==> src/icsm_pkg.sv <==
package icsm_pkg;
    // register byte offsets
    localparam logic [7:0] ICSM_CTRL_OFF = 8'h00;
    localparam logic [7:0] ICSM_INCFG_OFF = 8'h04;
    localparam logic [7:0] ICSM_PRIO_OFF = 8'h08;
    localparam logic [7:0] ICSM_LOSLIM_OFF = 8'h0c;
    localparam logic [7:0] ICSM_OOFRNG_OFF = 8'h10;
    localparam logic [7:0] ICSM_PULLIN_OFF = 8'h14;
    localparam logic [7:0] ICSM_STATUS_OFF = 8'h18;
    localparam logic [7:0] ICSM_STICKY_OFF = 8'h1c;
    // control register fields
    localparam int CTRL_SEL_REG = 0;
    localparam int CTRL_MSEL_LO = 1;
    localparam int CTRL_AUTO = 3;
    localparam int CTRL_REVERT = 4;
    localparam int CTRL_ZDM = 5;
    localparam int CTRL_HITLESS = 6;
    localparam int CTRL_RAMP = 7;
    localparam int CTRL_FASTLOCK = 8;
    localparam int CTRL_KEEP_OUT = 9;
    localparam int CTRL_REF_LO = 10;
    // input configuration fields, four bits each
    localparam int INCFG_EN_LO = 0;
    localparam int INCFG_DIFF_LO = 4;
    localparam int INCFG_LOS_LO = 8;
    localparam int INCFG_PREC_LO = 12;
    localparam int INCFG_FAST_LO = 16;
    // frequency range fields
    localparam int OOFRNG_HYST_LO = 16;
    localparam int PULLIN_RAMP_LO = 16;
    // status / sticky fields
    localparam int ST_LOS_LO = 0;
    localparam int ST_REFLOS = 4;
    localparam int ST_OOF_LO = 5;
    localparam int ST_ACT_LO = 9;
    localparam int ST_LOL = 11;
    localparam int ST_HOLD = 12;
    localparam int ST_FREE = 13;
    // reset values
    localparam logic [31:0] CTRL_RST = 32'h0000_0080;
    localparam logic [31:0] INCFG_RST = 32'h0000_0f0f;
    localparam logic [31:0] PRIO_RST = 32'h0000_00e4;
    localparam logic [31:0] LOSLIM_RST = 32'h2020_2020;
    localparam logic [31:0] OOFRNG_RST = 32'h0020_0060;
    localparam logic [31:0] PULLIN_RST = 32'h0400_0100;
    // monitor constants
    localparam logic [7:0] XTAL_LOS_LIMIT = 8'h10;
    localparam int FAST_EDGES = 1024;
    localparam longint PPM_SCALE = 1000000;
    localparam longint PREC_STEPS_PER_PPM = 16;
    localparam longint FAST_LIMIT_PPM = 4000;
    localparam longint PRECISE_MAX_RANGE = 8000;
    // timing
    localparam int CLK_MHZ = 20;
    localparam int FAST_PULLIN_US = 10;
    localparam int FAST_PULLIN_CYCLES = FAST_PULLIN_US * CLK_MHZ;
    typedef enum logic [3:0] {
        ST_FREERUN = 4'b0001,
        ST_ACQUIRE = 4'b0010,
        ST_LOCKED = 4'b0100,
        ST_HOLDOVER = 4'b1000
    } icsm_mode_e;
endpackage

==> src/icsm_top.sv <==
// The implementer's own choices: register access over APB and the address map.
`timescale 1ns/100ps
// Summary of operation
// - config bit picks pin or register select
// - select codes 0..3 pick inputs 0..3
// - zero delay mode excludes input 3
// - manual dead input forces freerun or holdover
// - automatic choice uses validity, priority, revertive
// - automatic with nothing valid enters holdover, or freerun if never locked
// - revertive always tracks best valid input
// - non-revertive keeps active input while valid
// - hitless switch absorbs phase when enabled
// - ramped switching shares holdover ramp setting
// - switch pulls in with normal/fast bandwidth
// - lock lost asserted throughout pull-in
// - per-input differential select and disable
// - tolerated gaps raise no faults
// - monitor all inputs and crystal reference
// - per-period loss check, per-input sensitivity
// - live and sticky loss bits, per-input monitor disable (crystal always on)
// - reference loss stops outputs unless overridden
// - frequency reference is crystal or any input
// - precise and fast monitors, live and sticky
// - precise window up to 500ppm, hysteresis
// - fast monitor flags over 4000 ppm
module icsm_top
    import icsm_pkg::*;
#(
    parameter int PREC_EDGES = 1048576
) (
    input wire logic pclk,
    input wire logic presetn,
    input wire logic psel,
    input wire logic penable,
    input wire logic pwrite,
    input wire logic [7:0] paddr,
    input wire logic [31:0] pwdata,
    output logic [31:0] prdata,
    output logic pready,
    output logic pslverr,
    input wire logic clock_input_0,
    input wire logic clock_input_1,
    input wire logic clock_input_2,
    input wire logic clock_input_3,
    input wire logic crystal_reference_pins,
    input wire logic [1:0] manual_select_pins,
    output logic [1:0] selected_input,
    output logic lock_lost_flag,
    output logic holdover_mode,
    output logic freerun_mode,
    output logic phase_absorb,
    output logic ramp_switch,
    output logic fastlock_bw,
    output logic outputs_enable,
    output logic [3:0] input_enable,
    output logic [3:0] input_differential,
    output logic [3:0] signal_loss_flag,
    output logic reference_loss_flag,
    output logic [3:0] frequency_error_flag
);
    logic [31:0] ctrl_r, incfg_r, prio_r, loslim_r, oofrng_r, pullin_r;
    logic [8:0] sticky_r, sticky_nxt;
    logic [31:0] rdata_nxt;
    logic [4:0] s1_r, s2_r, s3_r;
    logic [1:0] msel1_r, msel2_r;
    logic [4:0] edge_w;
    logic [4:0] los_w;
    logic [3:0] oof_w, valid_w;
    logic [2:0] ref_sel;
    logic ref_edge;
    logic [23:0] win_r;
    logic prec_end, fast_end;
    icsm_mode_e mode_r, mode_nxt;
    logic [1:0] act_r, act_nxt;
    logic [15:0] pull_r, pull_nxt;
    logic once_r, hit_r, hit_nxt;

    // APB decode
    wire wr_en = psel & penable & pwrite;
    wire setup = psel & ~penable;
    wire mapped = (paddr[1:0] == 2'b00) && (paddr <= ICSM_STICKY_OFF);
    wire wr_ctrl = wr_en && paddr == ICSM_CTRL_OFF;
    wire wr_incfg = wr_en && paddr == ICSM_INCFG_OFF;
    wire wr_prio = wr_en && paddr == ICSM_PRIO_OFF;
    wire wr_loslim = wr_en && paddr == ICSM_LOSLIM_OFF;
    wire wr_oofrng = wr_en && paddr == ICSM_OOFRNG_OFF;
    wire wr_pullin = wr_en && paddr == ICSM_PULLIN_OFF;
    wire wr_sticky = wr_en && paddr == ICSM_STICKY_OFF;
    assign pready = 1'b1;
    assign pslverr = psel & penable & ~mapped;

    wire sel_from_reg = ctrl_r[CTRL_SEL_REG];
    wire auto_mode = ctrl_r[CTRL_AUTO];
    wire revertive = ctrl_r[CTRL_REVERT];
    wire zdm = ctrl_r[CTRL_ZDM];
    wire ramp_en = ctrl_r[CTRL_RAMP];
    wire fast_en = ctrl_r[CTRL_FASTLOCK];
    wire [3:0] in_en = incfg_r[INCFG_EN_LO +: 4];
    wire [3:0] los_en = incfg_r[INCFG_LOS_LO +: 4];
    wire [3:0] prec_en = incfg_r[INCFG_PREC_LO +: 4];
    wire [3:0] fmon_en = incfg_r[INCFG_FAST_LO +: 4];
    wire [12:0] oof_range = oofrng_r[12:0];
    wire [12:0] oof_hyst = oofrng_r[OOFRNG_HYST_LO +: 13];
    wire [12:0] oof_clear = (oof_hyst > oof_range) ? 13'h0000 :
                            oof_range - oof_hyst;

    // pins cross into pclk through two flops before any use
    always_ff @(posedge pclk or negedge presetn) begin
        if (!presetn) begin
            s1_r <= 5'h00;
            s2_r <= 5'h00;
            s3_r <= 5'h00;
            msel1_r <= 2'h0;
            msel2_r <= 2'h0;
        end else begin
            s1_r <= {crystal_reference_pins, clock_input_3, clock_input_2,
                     clock_input_1, clock_input_0};
            s2_r <= s1_r;
            s3_r <= s2_r;
            msel1_r <= manual_select_pins;
            msel2_r <= msel1_r;
        end
    end
    assign edge_w = s2_r & ~s3_r;

    // loss-of-signal: cycles since last rising edge against a limit
    genvar g;
    generate
        for (g = 0; g < 5; g++) begin : g_los
            logic [7:0] cnt_r;
            logic los_r;
            wire [7:0] lim = (g < 4) ? loslim_r[8*(g%4) +: 8] :
                             XTAL_LOS_LIMIT;
            wire on = (g < 4) ? los_en[g%4] : 1'b1;
            always_ff @(posedge pclk or negedge presetn) begin
                if (!presetn) begin
                    cnt_r <= 8'h00;
                    los_r <= 1'b0;
                end else if (!on || edge_w[g]) begin
                    cnt_r <= 8'h00;
                    los_r <= 1'b0;
                end else if (cnt_r >= lim) begin
                    // only a gap longer than the limit counts
                    los_r <= 1'b1;
                end else begin
                    cnt_r <= cnt_r + 8'h01;
                end
            end
            assign los_w[g] = los_r;
        end
    endgenerate

    // frequency reference select: 0 crystal, 1..4 input 0..3
    assign ref_sel = ctrl_r[CTRL_REF_LO +: 3];
    assign ref_edge = (ref_sel == 3'h0 || ref_sel > 3'h4) ? edge_w[4] :
                      edge_w[2'(ref_sel - 3'h1)];
    assign prec_end = ref_edge && (win_r == 24'(PREC_EDGES - 1));
    assign fast_end = ref_edge && (win_r[9:0] == 10'(FAST_EDGES - 1));

    always_ff @(posedge pclk or negedge presetn) begin
        if (!presetn) begin
            win_r <= 24'h00_0000;
        end else if (prec_end) begin
            win_r <= 24'h00_0000;
        end else if (ref_edge) begin
            win_r <= win_r + 24'h00_0001;
        end
    end

    generate
        for (g = 0; g < 4; g++) begin : g_oof
            logic [23:0] pc_r;
            logic [11:0] fc_r;
            logic prec_r, fast_r;
            wire [23:0] pcur = pc_r + 24'(edge_w[g]);
            wire [11:0] fcur = fc_r + 12'(edge_w[g]);
            wire [23:0] pdev = (pcur > 24'(PREC_EDGES)) ?
                               pcur - 24'(PREC_EDGES) : 24'(PREC_EDGES) - pcur;
            wire [11:0] fdev = (fcur > 12'(FAST_EDGES)) ?
                               fcur - 12'(FAST_EDGES) : 12'(FAST_EDGES) - fcur;
            wire [63:0] pmeas = 64'(pdev) * 64'(PPM_SCALE * PREC_STEPS_PER_PPM);
            wire [12:0] rng = (oof_range > 13'(PRECISE_MAX_RANGE)) ?
                              13'(PRECISE_MAX_RANGE) : oof_range;
            wire [63:0] pset = 64'(rng) * 64'(PREC_EDGES);
            wire [63:0] pclr = 64'(oof_clear) * 64'(PREC_EDGES);
            wire fbad = 64'(fdev) * 64'(PPM_SCALE) >
                        64'(FAST_LIMIT_PPM * FAST_EDGES);
            always_ff @(posedge pclk or negedge presetn) begin
                if (!presetn) begin
                    pc_r <= 24'h00_0000;
                    fc_r <= 12'h000;
                    prec_r <= 1'b0;
                    fast_r <= 1'b0;
                end else begin
                    pc_r <= prec_end ? 24'h00_0000 : pcur;
                    fc_r <= fast_end ? 12'h000 : fcur;
                    if (!prec_en[g]) begin
                        prec_r <= 1'b0;
                    end else if (prec_end && pmeas > pset) begin
                        prec_r <= 1'b1;
                    end else if (prec_end && pmeas <= pclr) begin
                        prec_r <= 1'b0;
                    end
                    if (!fmon_en[g]) begin
                        fast_r <= 1'b0;
                    end else if (fast_end) begin
                        fast_r <= fbad;
                    end
                end
            end
            assign oof_w[g] = prec_r | fast_r;
            // an input is usable only if enabled and free of faults
            assign valid_w[g] = in_en[g] & ~(los_w[g] & los_en[g]) &
                                ~oof_w[g] & ~(zdm && g == 3);
        end
    endgenerate

    // best valid input: lowest priority code, lowest index on ties
    logic [1:0] best;
    logic any_valid;
    always_comb begin
        best = 2'h0;
        any_valid = 1'b0;
        for (int i = 0; i < 4; i++) begin
            if (valid_w[i] && (!any_valid ||
                prio_r[2*i +: 2] < prio_r[2*best +: 2])) begin
                best = 2'(i);
                any_valid = 1'b1;
            end
        end
    end

    wire [1:0] msel = sel_from_reg ? ctrl_r[CTRL_MSEL_LO +: 2] : msel2_r;
    // code 3 is reserved under zero delay mode, never selected
    wire man_ok = !(zdm && msel == 2'h3) && valid_w[msel];
    wire engaged = (mode_r == ST_LOCKED) || (mode_r == ST_ACQUIRE);
    wire keep_act = !revertive && engaged && valid_w[act_r];
    wire [1:0] want = !auto_mode ? msel : keep_act ? act_r : best;
    wire want_ok = !auto_mode ? man_ok : any_valid;
    // ramp shares the holdover-exit ramp setting
    wire [15:0] pull_load = ramp_en ? pullin_r[PULLIN_RAMP_LO +: 16] :
                            fast_en ? 16'(FAST_PULLIN_CYCLES) :
                            pullin_r[15:0];
    wire [15:0] pull_min = (pull_load == 16'h0000) ? 16'h0001 : pull_load;

    always_comb begin
        mode_nxt = mode_r;
        act_nxt = act_r;
        pull_nxt = pull_r;
        hit_nxt = hit_r;
        case (mode_r)
            ST_FREERUN, ST_HOLDOVER, ST_ACQUIRE, ST_LOCKED: begin
                if (!want_ok) begin
                    // nothing usable: hold history if any, else free-run
                    mode_nxt = once_r ? ST_HOLDOVER : ST_FREERUN;
                    hit_nxt = 1'b0;
                end else if (!engaged || want != act_r) begin
                    mode_nxt = ST_ACQUIRE;
                    act_nxt = want;
                    pull_nxt = pull_min;
                    hit_nxt = engaged && ctrl_r[CTRL_HITLESS];
                end else if (mode_r == ST_ACQUIRE) begin
                    if (pull_r <= 16'h0001) begin
                        mode_nxt = ST_LOCKED;
                        hit_nxt = 1'b0;
                    end else begin
                        pull_nxt = pull_r - 16'h0001;
                    end
                end
            end
            default: begin
                mode_nxt = ST_FREERUN;
                hit_nxt = 1'b0;
            end
        endcase
    end

    always_ff @(posedge pclk or negedge presetn) begin
        if (!presetn) begin
            mode_r <= ST_FREERUN;
            act_r <= 2'h0;
            pull_r <= 16'h0000;
            hit_r <= 1'b0;
            once_r <= 1'b0;
        end else begin
            mode_r <= mode_nxt;
            act_r <= act_nxt;
            pull_r <= pull_nxt;
            hit_r <= hit_nxt;
            once_r <= once_r | (mode_nxt == ST_LOCKED);
        end
    end

    // sticky: hardware set wins over a same-cycle software clear
    wire [8:0] sticky_evt = {oof_w, los_w};
    assign sticky_nxt = sticky_evt |
                        (sticky_r & ~(wr_sticky ? pwdata[8:0] : 9'h000));

    wire [31:0] status_w = {18'h0_0000, mode_r == ST_FREERUN,
                            mode_r == ST_HOLDOVER, mode_r != ST_LOCKED,
                            act_r, oof_w, los_w};

    always_comb begin
        case (paddr)
            ICSM_CTRL_OFF: rdata_nxt = ctrl_r;
            ICSM_INCFG_OFF: rdata_nxt = incfg_r;
            ICSM_PRIO_OFF: rdata_nxt = prio_r;
            ICSM_LOSLIM_OFF: rdata_nxt = loslim_r;
            ICSM_OOFRNG_OFF: rdata_nxt = oofrng_r;
            ICSM_PULLIN_OFF: rdata_nxt = pullin_r;
            ICSM_STATUS_OFF: rdata_nxt = status_w;
            ICSM_STICKY_OFF: rdata_nxt = {23'h00_0000, sticky_r};
            default: rdata_nxt = 32'h0000_0000;
        endcase
    end

    always_ff @(posedge pclk or negedge presetn) begin
        if (!presetn) begin
            ctrl_r <= CTRL_RST;
            incfg_r <= INCFG_RST;
            prio_r <= PRIO_RST;
            loslim_r <= LOSLIM_RST;
            oofrng_r <= OOFRNG_RST;
            pullin_r <= PULLIN_RST;
            sticky_r <= 9'h000;
            prdata <= 32'h0000_0000;
        end else begin
            if (wr_ctrl) ctrl_r <= {19'h0_0000, pwdata[12:0]};
            if (wr_incfg) incfg_r <= {12'h000, pwdata[19:0]};
            if (wr_prio) prio_r <= {24'h00_0000, pwdata[7:0]};
            if (wr_loslim) loslim_r <= pwdata;
            if (wr_oofrng) oofrng_r <= pwdata & 32'h1fff_1fff;
            if (wr_pullin) pullin_r <= pwdata;
            sticky_r <= sticky_nxt;
            if (setup) prdata <= rdata_nxt;
        end
    end

    assign selected_input = act_r;
    assign lock_lost_flag = mode_r != ST_LOCKED;
    assign holdover_mode = mode_r == ST_HOLDOVER;
    assign freerun_mode = mode_r == ST_FREERUN;
    assign phase_absorb = hit_r;
    assign ramp_switch = (mode_r == ST_ACQUIRE) && ramp_en;
    assign fastlock_bw = (mode_r == ST_ACQUIRE) && fast_en && !ramp_en;
    // reference loss kills outputs unless software keeps them on
    assign outputs_enable = ~los_w[4] | ctrl_r[CTRL_KEEP_OUT];
    assign input_enable = in_en;
    assign input_differential = incfg_r[INCFG_DIFF_LO +: 4];
    assign signal_loss_flag = los_w[3:0];
    assign reference_loss_flag = los_w[4];
    assign frequency_error_flag = oof_w;
endmodule // icsm_top

==> config.mk <==
export PLATFORM = sky130hd
export DESIGN_NAME = icsm_top
export DESIGN_NICKNAME = d
export VERILOG_FILES = /design/src/icsm_pkg.sv /design/src/icsm_top.sv
export SDC_FILE = /design/constraint.sdc
export NUM_CORES = 2
export LEC_CHECK = 0
export BUFFER_PORTS_ARGS = -buffer_cell sky130_fd_sc_hd__buf_2
export CAP_MARGIN = 25
export CELL_PAD_IN_SITES_DETAIL_PLACEMENT = 1
export CELL_PAD_IN_SITES_GLOBAL_PLACEMENT = 2
export CORE_ASPECT_RATIO = 1.25
export CORE_MARGIN = 3
export CORE_UTILIZATION = 39
export CTS_BUF_LIST = sky130_fd_sc_hd__clkbuf_8
export CTS_CLUSTER_SIZE = 16
export DETAILED_ROUTE_END_ITERATION = 8
export MAX_ROUTING_LAYER = met4
export PLACE_DENSITY = 0.86
export SLEW_MARGIN = 20
export SYNTH_ARGS = -nofsm -noshare
export SYNTH_HDL_FRONTEND = slang
export SYNTH_SLANG_ARGS = --single-unit
==> constraint.sdc <==
create_clock -name pclk -period 11 [get_ports pclk]
set_clock_uncertainty 0.1 [all_clocks]
set_input_delay 1.1 -clock pclk [delete_from_list [all_inputs] [get_ports pclk]]
set_output_delay 1.1 -clock pclk [all_outputs]
set_load 0.02 [all_outputs]
==> Flow_metrics.wiki <==
{| class="wikitable"
! Metric !! Value
|-
| Main synth FF type || sky130_fd_sc_hd__dfrtp_1
|-
| GRT Util Overall || 22.54%
|-
| Antenna violations before repair || 12
|-
| Half-perimeter wire length of the detailed placement result || 147.4 mm
|-
| Starting Density || 39.27%
|-
| Startpoint of the lowest-slack register-to-register path || s3_r[2]
|-
| Worst reg2reg path endpoint || g_oof[2].prec_r
|-
| Leftover overflow at the end of global routing || 0
|-
| Sequential-to-total area share from yosys stat || 17.62%
|-
| Weighted congestion at the end of routability-driven global placement || between 0.9 and 1
|-
| Async set-reset flop share out of synthesis || 100.0%
|-
| Final Instance Count excl. Fillers || 9193
|-
| Number of violations reported at the end of detailed-routing iteration 0 || 2147
|-
| DIE HEIGHT || around 450 µm
|-
| Critical Path Start Type || register
|-
| Wire length per cell after detailed routing || 19.53 µm
|-
| Floorplan die area || 164000 µm²
|-
| Vias in the first global route || 54590
|-
| Synthesized net count || 8459
|-
| Crit end category || register
|-
| Maximum number of pins on one net before global-route repair || ~120
|-
| Slew Limit Headroom || 26.56%
|-
| FF-to-FF setup slack || a little over 0.4 ns
|-
| Clock-pin slew of the registers on the worst-case setup and hold paths || 0.08 ns
|-
| Required time worst endpoint || 11.55 ns
|-
| Final instance area || 67980 µm²
|-
| Number of failing hold endpoints at the final stage || 0
|-
| Max-cap violations || 0
|-
| Final Cycle Share || between 90 and 100%
|-
| Post-detailed-route via-to-cell ratio || ~5.5
|-
| Antenna violation net count after detailed routing || 0
|-
| Tightest hold margin || 0.2155 ns
|-
| Total buffers and inverters traversed by the critical path || 10
|-
| Clk_lat worst skew || 0.80 ns
|-
| Fmax || 94.38 MHz
|-
| Area of the core region || about 160000 µm²
|-
| Class of the worst hold path || in2async
|-
| Transition time of the tightest slew-check pin || between 1 and 1.5 ns
|-
| Critical path's largest stage delay || roughly 0.57 ns
|-
| Cell count after synthesis || 6856
|-
| Share of layout cells above drive strength 1 || 10.02%
|-
| Final setup viols || 0
|-
| Global-route wire length before repair || around 300 mm
|-
| Fill cell instance count of the final layout || 18470
|-
| Data arrival at the endpoint of the critical path || 11.14 ns
|-
| Remaining routing DRC violations || 0
|-
| Max Slew Vio Count || 0
|-
| Mean Syn Cell Area || between 9 and 10 µm²
|-
| Clock Path Buffers || 3
|-
| Count of state elements after synthesis || 436
|-
| Crit path capture || g_oof[2].prec_r
|-
| Number of enable-type register cells in the synthesized netlist || 0
|-
| Post-placement cell count || 8999
|-
| Clock sink count || 436
|-
| Cell with the largest stage delay on the worst path || sky130_fd_sc_hd__or4_4
|-
| Final period demand of the worst path || 10.60 ns
|-
| Most numerous cell on the critical path || sky130_fd_sc_hd__inv_1
|-
| # rows || 163
|-
| Number of nets in the layout || 8656
|-
| 1st-pass router iterations || 6
|-
| Total wire length || between 150 and 200 mm
|-
| Number of logic stages on the critical path including buffering || 42
|-
| Cts bufs inserted || between 80 and 90
|-
| Worst-case reg-to-reg path depth || 42
|-
| I/O pin count || 112
|-
| Die boundary width || 362.8 µm
|-
| Synthesis-to-finish area growth || 9.524%
|-
| Largest delay contributor family on the critical path || adder cells
|-
| Cell area after placement || 65490 µm²
|-
| Syn. warnings || 0
|-
| Final core utilization || 43.01%
|-
| Number of different library cells in the post-synthesis netlist || roughly 120
|-
| CTS tree || yes
|-
| Origin of the worst setup path || s3_r[2]
|-
| Total number of vias || 50220
|-
| Status || finished clean
|-
| Startpoint-to-endpoint class of the critical path || reg2reg
|-
| Total of buffers placed on input and output ports || between 100 and 150
|-
| Max FO, Critical Path || 9
|-
| Number of H-tree levels || 3
|-
| Clock tree root buffer cell || sky130_fd_sc_hd__clkbuf_8
|-
| Combined area of all synthesized cells || ~62000 µm²
|}
## placed cells by master (no fill, tap or decap), drive strengths merged, types with 20 or more instances in the layout
| cell type | instances |
|---|---|
| inv | 1198 |
| ha | 1054 |
| fa | 497 |
| nor2 | 483 |
| dfrtp | 413 |
| nand2 | 359 |
| xnor2 | 334 |
| a21oi | 268 |
| o21ai | 261 |
| buf | 247 |
| nand3 | 180 |
| xor2 | 172 |
| mux2 | 136 |
| nor3 | 113 |
| a21o | 109 |
| clkbuf | 103 |
| nand4 | 74 |
| and3 | 70 |
| a31oi | 59 |
| nand2b | 58 |
| a211oi | 58 |
| a22oi | 55 |
| and2 | 55 |
| nor4 | 50 |
| o21a | 44 |
| nor2b | 43 |
| or3 | 42 |
| mux2i | 36 |
| o21bai | 36 |
| and4 | 29 |
| a221oi | 29 |
| o211ai | 28 |
| o22ai | 26 |
| or2 | 26 |
| dfstp | 23 |
| a2111oi | 22 |
| or4 | 20 |
## stage by stage
stage                     setup TNS (ns)  setup slack, ns
after global placement                 0           0.2253
after global routing             -0.1303         -0.09828
after detailed placement        -0.04182         -0.04182
after CTS                              0         0.002237
final                                  0           0.4045
after floorplan                        0           0.3978
## worst min-delay path by stage
stage          startpoint         end  slack [ns]  depth (start not counted)
5_1_grt           presetn     s3_r[3]        0.21                          1
3_3_place_gp   msel1_r[0]  msel2_r[0]        0.24                          0
2_1_floorplan  msel1_r[0]  msel2_r[0]        0.23                          0
3_5_place_dp      s1_r[1]     s2_r[1]        0.24                          0
6_report          presetn     s1_r[3]        0.22                          1
4_1_cts           presetn     s3_r[3]        0.14                          1
## cell usage after synthesis, types with 26 or more instances
master                     instances  area [µm²]
sky130_fd_sc_hd__o21a_1           44       330.3
sky130_fd_sc_hd__xor2_1          170        1489
sky130_fd_sc_hd__nor4_1           49       306.5
sky130_fd_sc_hd__o21ai_0         256        1281
sky130_fd_sc_hd__nor2_1          482        1809
sky130_fd_sc_hd__o22ai_1          26       162.7
sky130_fd_sc_hd__nand2b_1         58       362.9
sky130_fd_sc_hd__nor3_1          112       560.5
sky130_fd_sc_hd__a21o_1          109       818.3
sky130_fd_sc_hd__o21bai_1         36       270.3
sky130_fd_sc_hd__ha_1           1054       13190
sky130_fd_sc_hd__mux2i_1          36       360.4
sky130_fd_sc_hd__inv_1          1164        4369
sky130_fd_sc_hd__a31oi_1          57       356.6
sky130_fd_sc_hd__dfrtp_1         413       10330
sky130_fd_sc_hd__clkbuf_1         96       360.4
sky130_fd_sc_hd__or3_1            41       256.5
sky130_fd_sc_hd__a211oi_1         52       390.4
sky130_fd_sc_hd__fa_1            497        9950
sky130_fd_sc_hd__nand3_1         179       895.9
sky130_fd_sc_hd__a22oi_1          55       412.9
sky130_fd_sc_hd__nor2b_1          43       269.0
sky130_fd_sc_hd__and3_1           69       431.7
sky130_fd_sc_hd__nand2_1         358        1344
sky130_fd_sc_hd__xnor2_1         322        2820
sky130_fd_sc_hd__a221oi_1         29       254.0
sky130_fd_sc_hd__a21oi_1         268        1341
sky130_fd_sc_hd__and2_1           54       337.8
sky130_fd_sc_hd__and4_1           28       245.2
sky130_fd_sc_hd__nand4_1          72       450.4
sky130_fd_sc_hd__mux2_2          136        1531
sky130_fd_sc_hd__o211ai_1         27       202.7
## kinds of logic after synthesis
kind of cell	after synthesis	synth area share, %
other cells	1	0.006041
mux	173	3.084
buf+inv	1307	8.053
fa+ha+maj	1563	37.47
compound gates	1213	13.17
simple gates	1656	13.19
flops	436	17.62
xor+xnor	507	7.400
## sequential cells by signal, indices dropped and copies added, names as in the netlist, 8 cells and up
signal,count
win_r,24
g_los.cnt_r,40
pullin_r,32
prio_r,8
loslim_r,32
pull_r,16
oofrng_r,26
g_oof.pc_r,96
sticky_r,9
prdata,32
ctrl_r,13
g_oof.fc_r,48
incfg_r,20
## final cells by class
type | count | area, µm² | share of cell area, %
diodes | 12 | 30.03 | 0.04417
clock buffers | 102 | 1404 | 2.065
clock inverters | 47 | 359.1 | 0.5282
inverters | 1172 | 4404 | 6.478
multi-input cells | 5114 | 46620 | 68.58
flip-flops and latches | 436 | 10940 | 16.09
well taps | 2062 | 2580 | 3.795
repair buffers | 248 | 1644 | 2.418
## per-layer routing
layer,vias up,global-route usage [%],part of all wire (%)
met1,25320,25.66,41
met2,754,40.60,52
met4,0,8.598,4.0
li1,23830,-,-
met5,-,-,0
met3,318,2.342,3.4
## timing repair
| action | in CTS | in global routing |
|---|---|---|
| resized for setup | 3 | 88 |
| gates cloned | 0 | 1 |
| hold buffers | 0 | 0 |
| buffers inserted | 0 | 29 |
| endpoints found under the setup margin | 2 | 4 |
| pin swaps | 0 | 31 |
## worst reg2reg max path: cells and delay by family (launching register included)
kind | cells | cell delay (ns)
adders and majority gates | 10 | 3.84
xor gates and xnor gates | 2 | 0.44
buffers and inverters | 10 | 0.88
AOI/OAI and AO/OA | 8 | 1.38
DFF | 1 | 0.36
and+or+nand+nor | 12 | 3.43
Power is left out: the tool's default activity adds up to more than one toggle a clock period on the data nets, which glitch-free logic cannot reach.
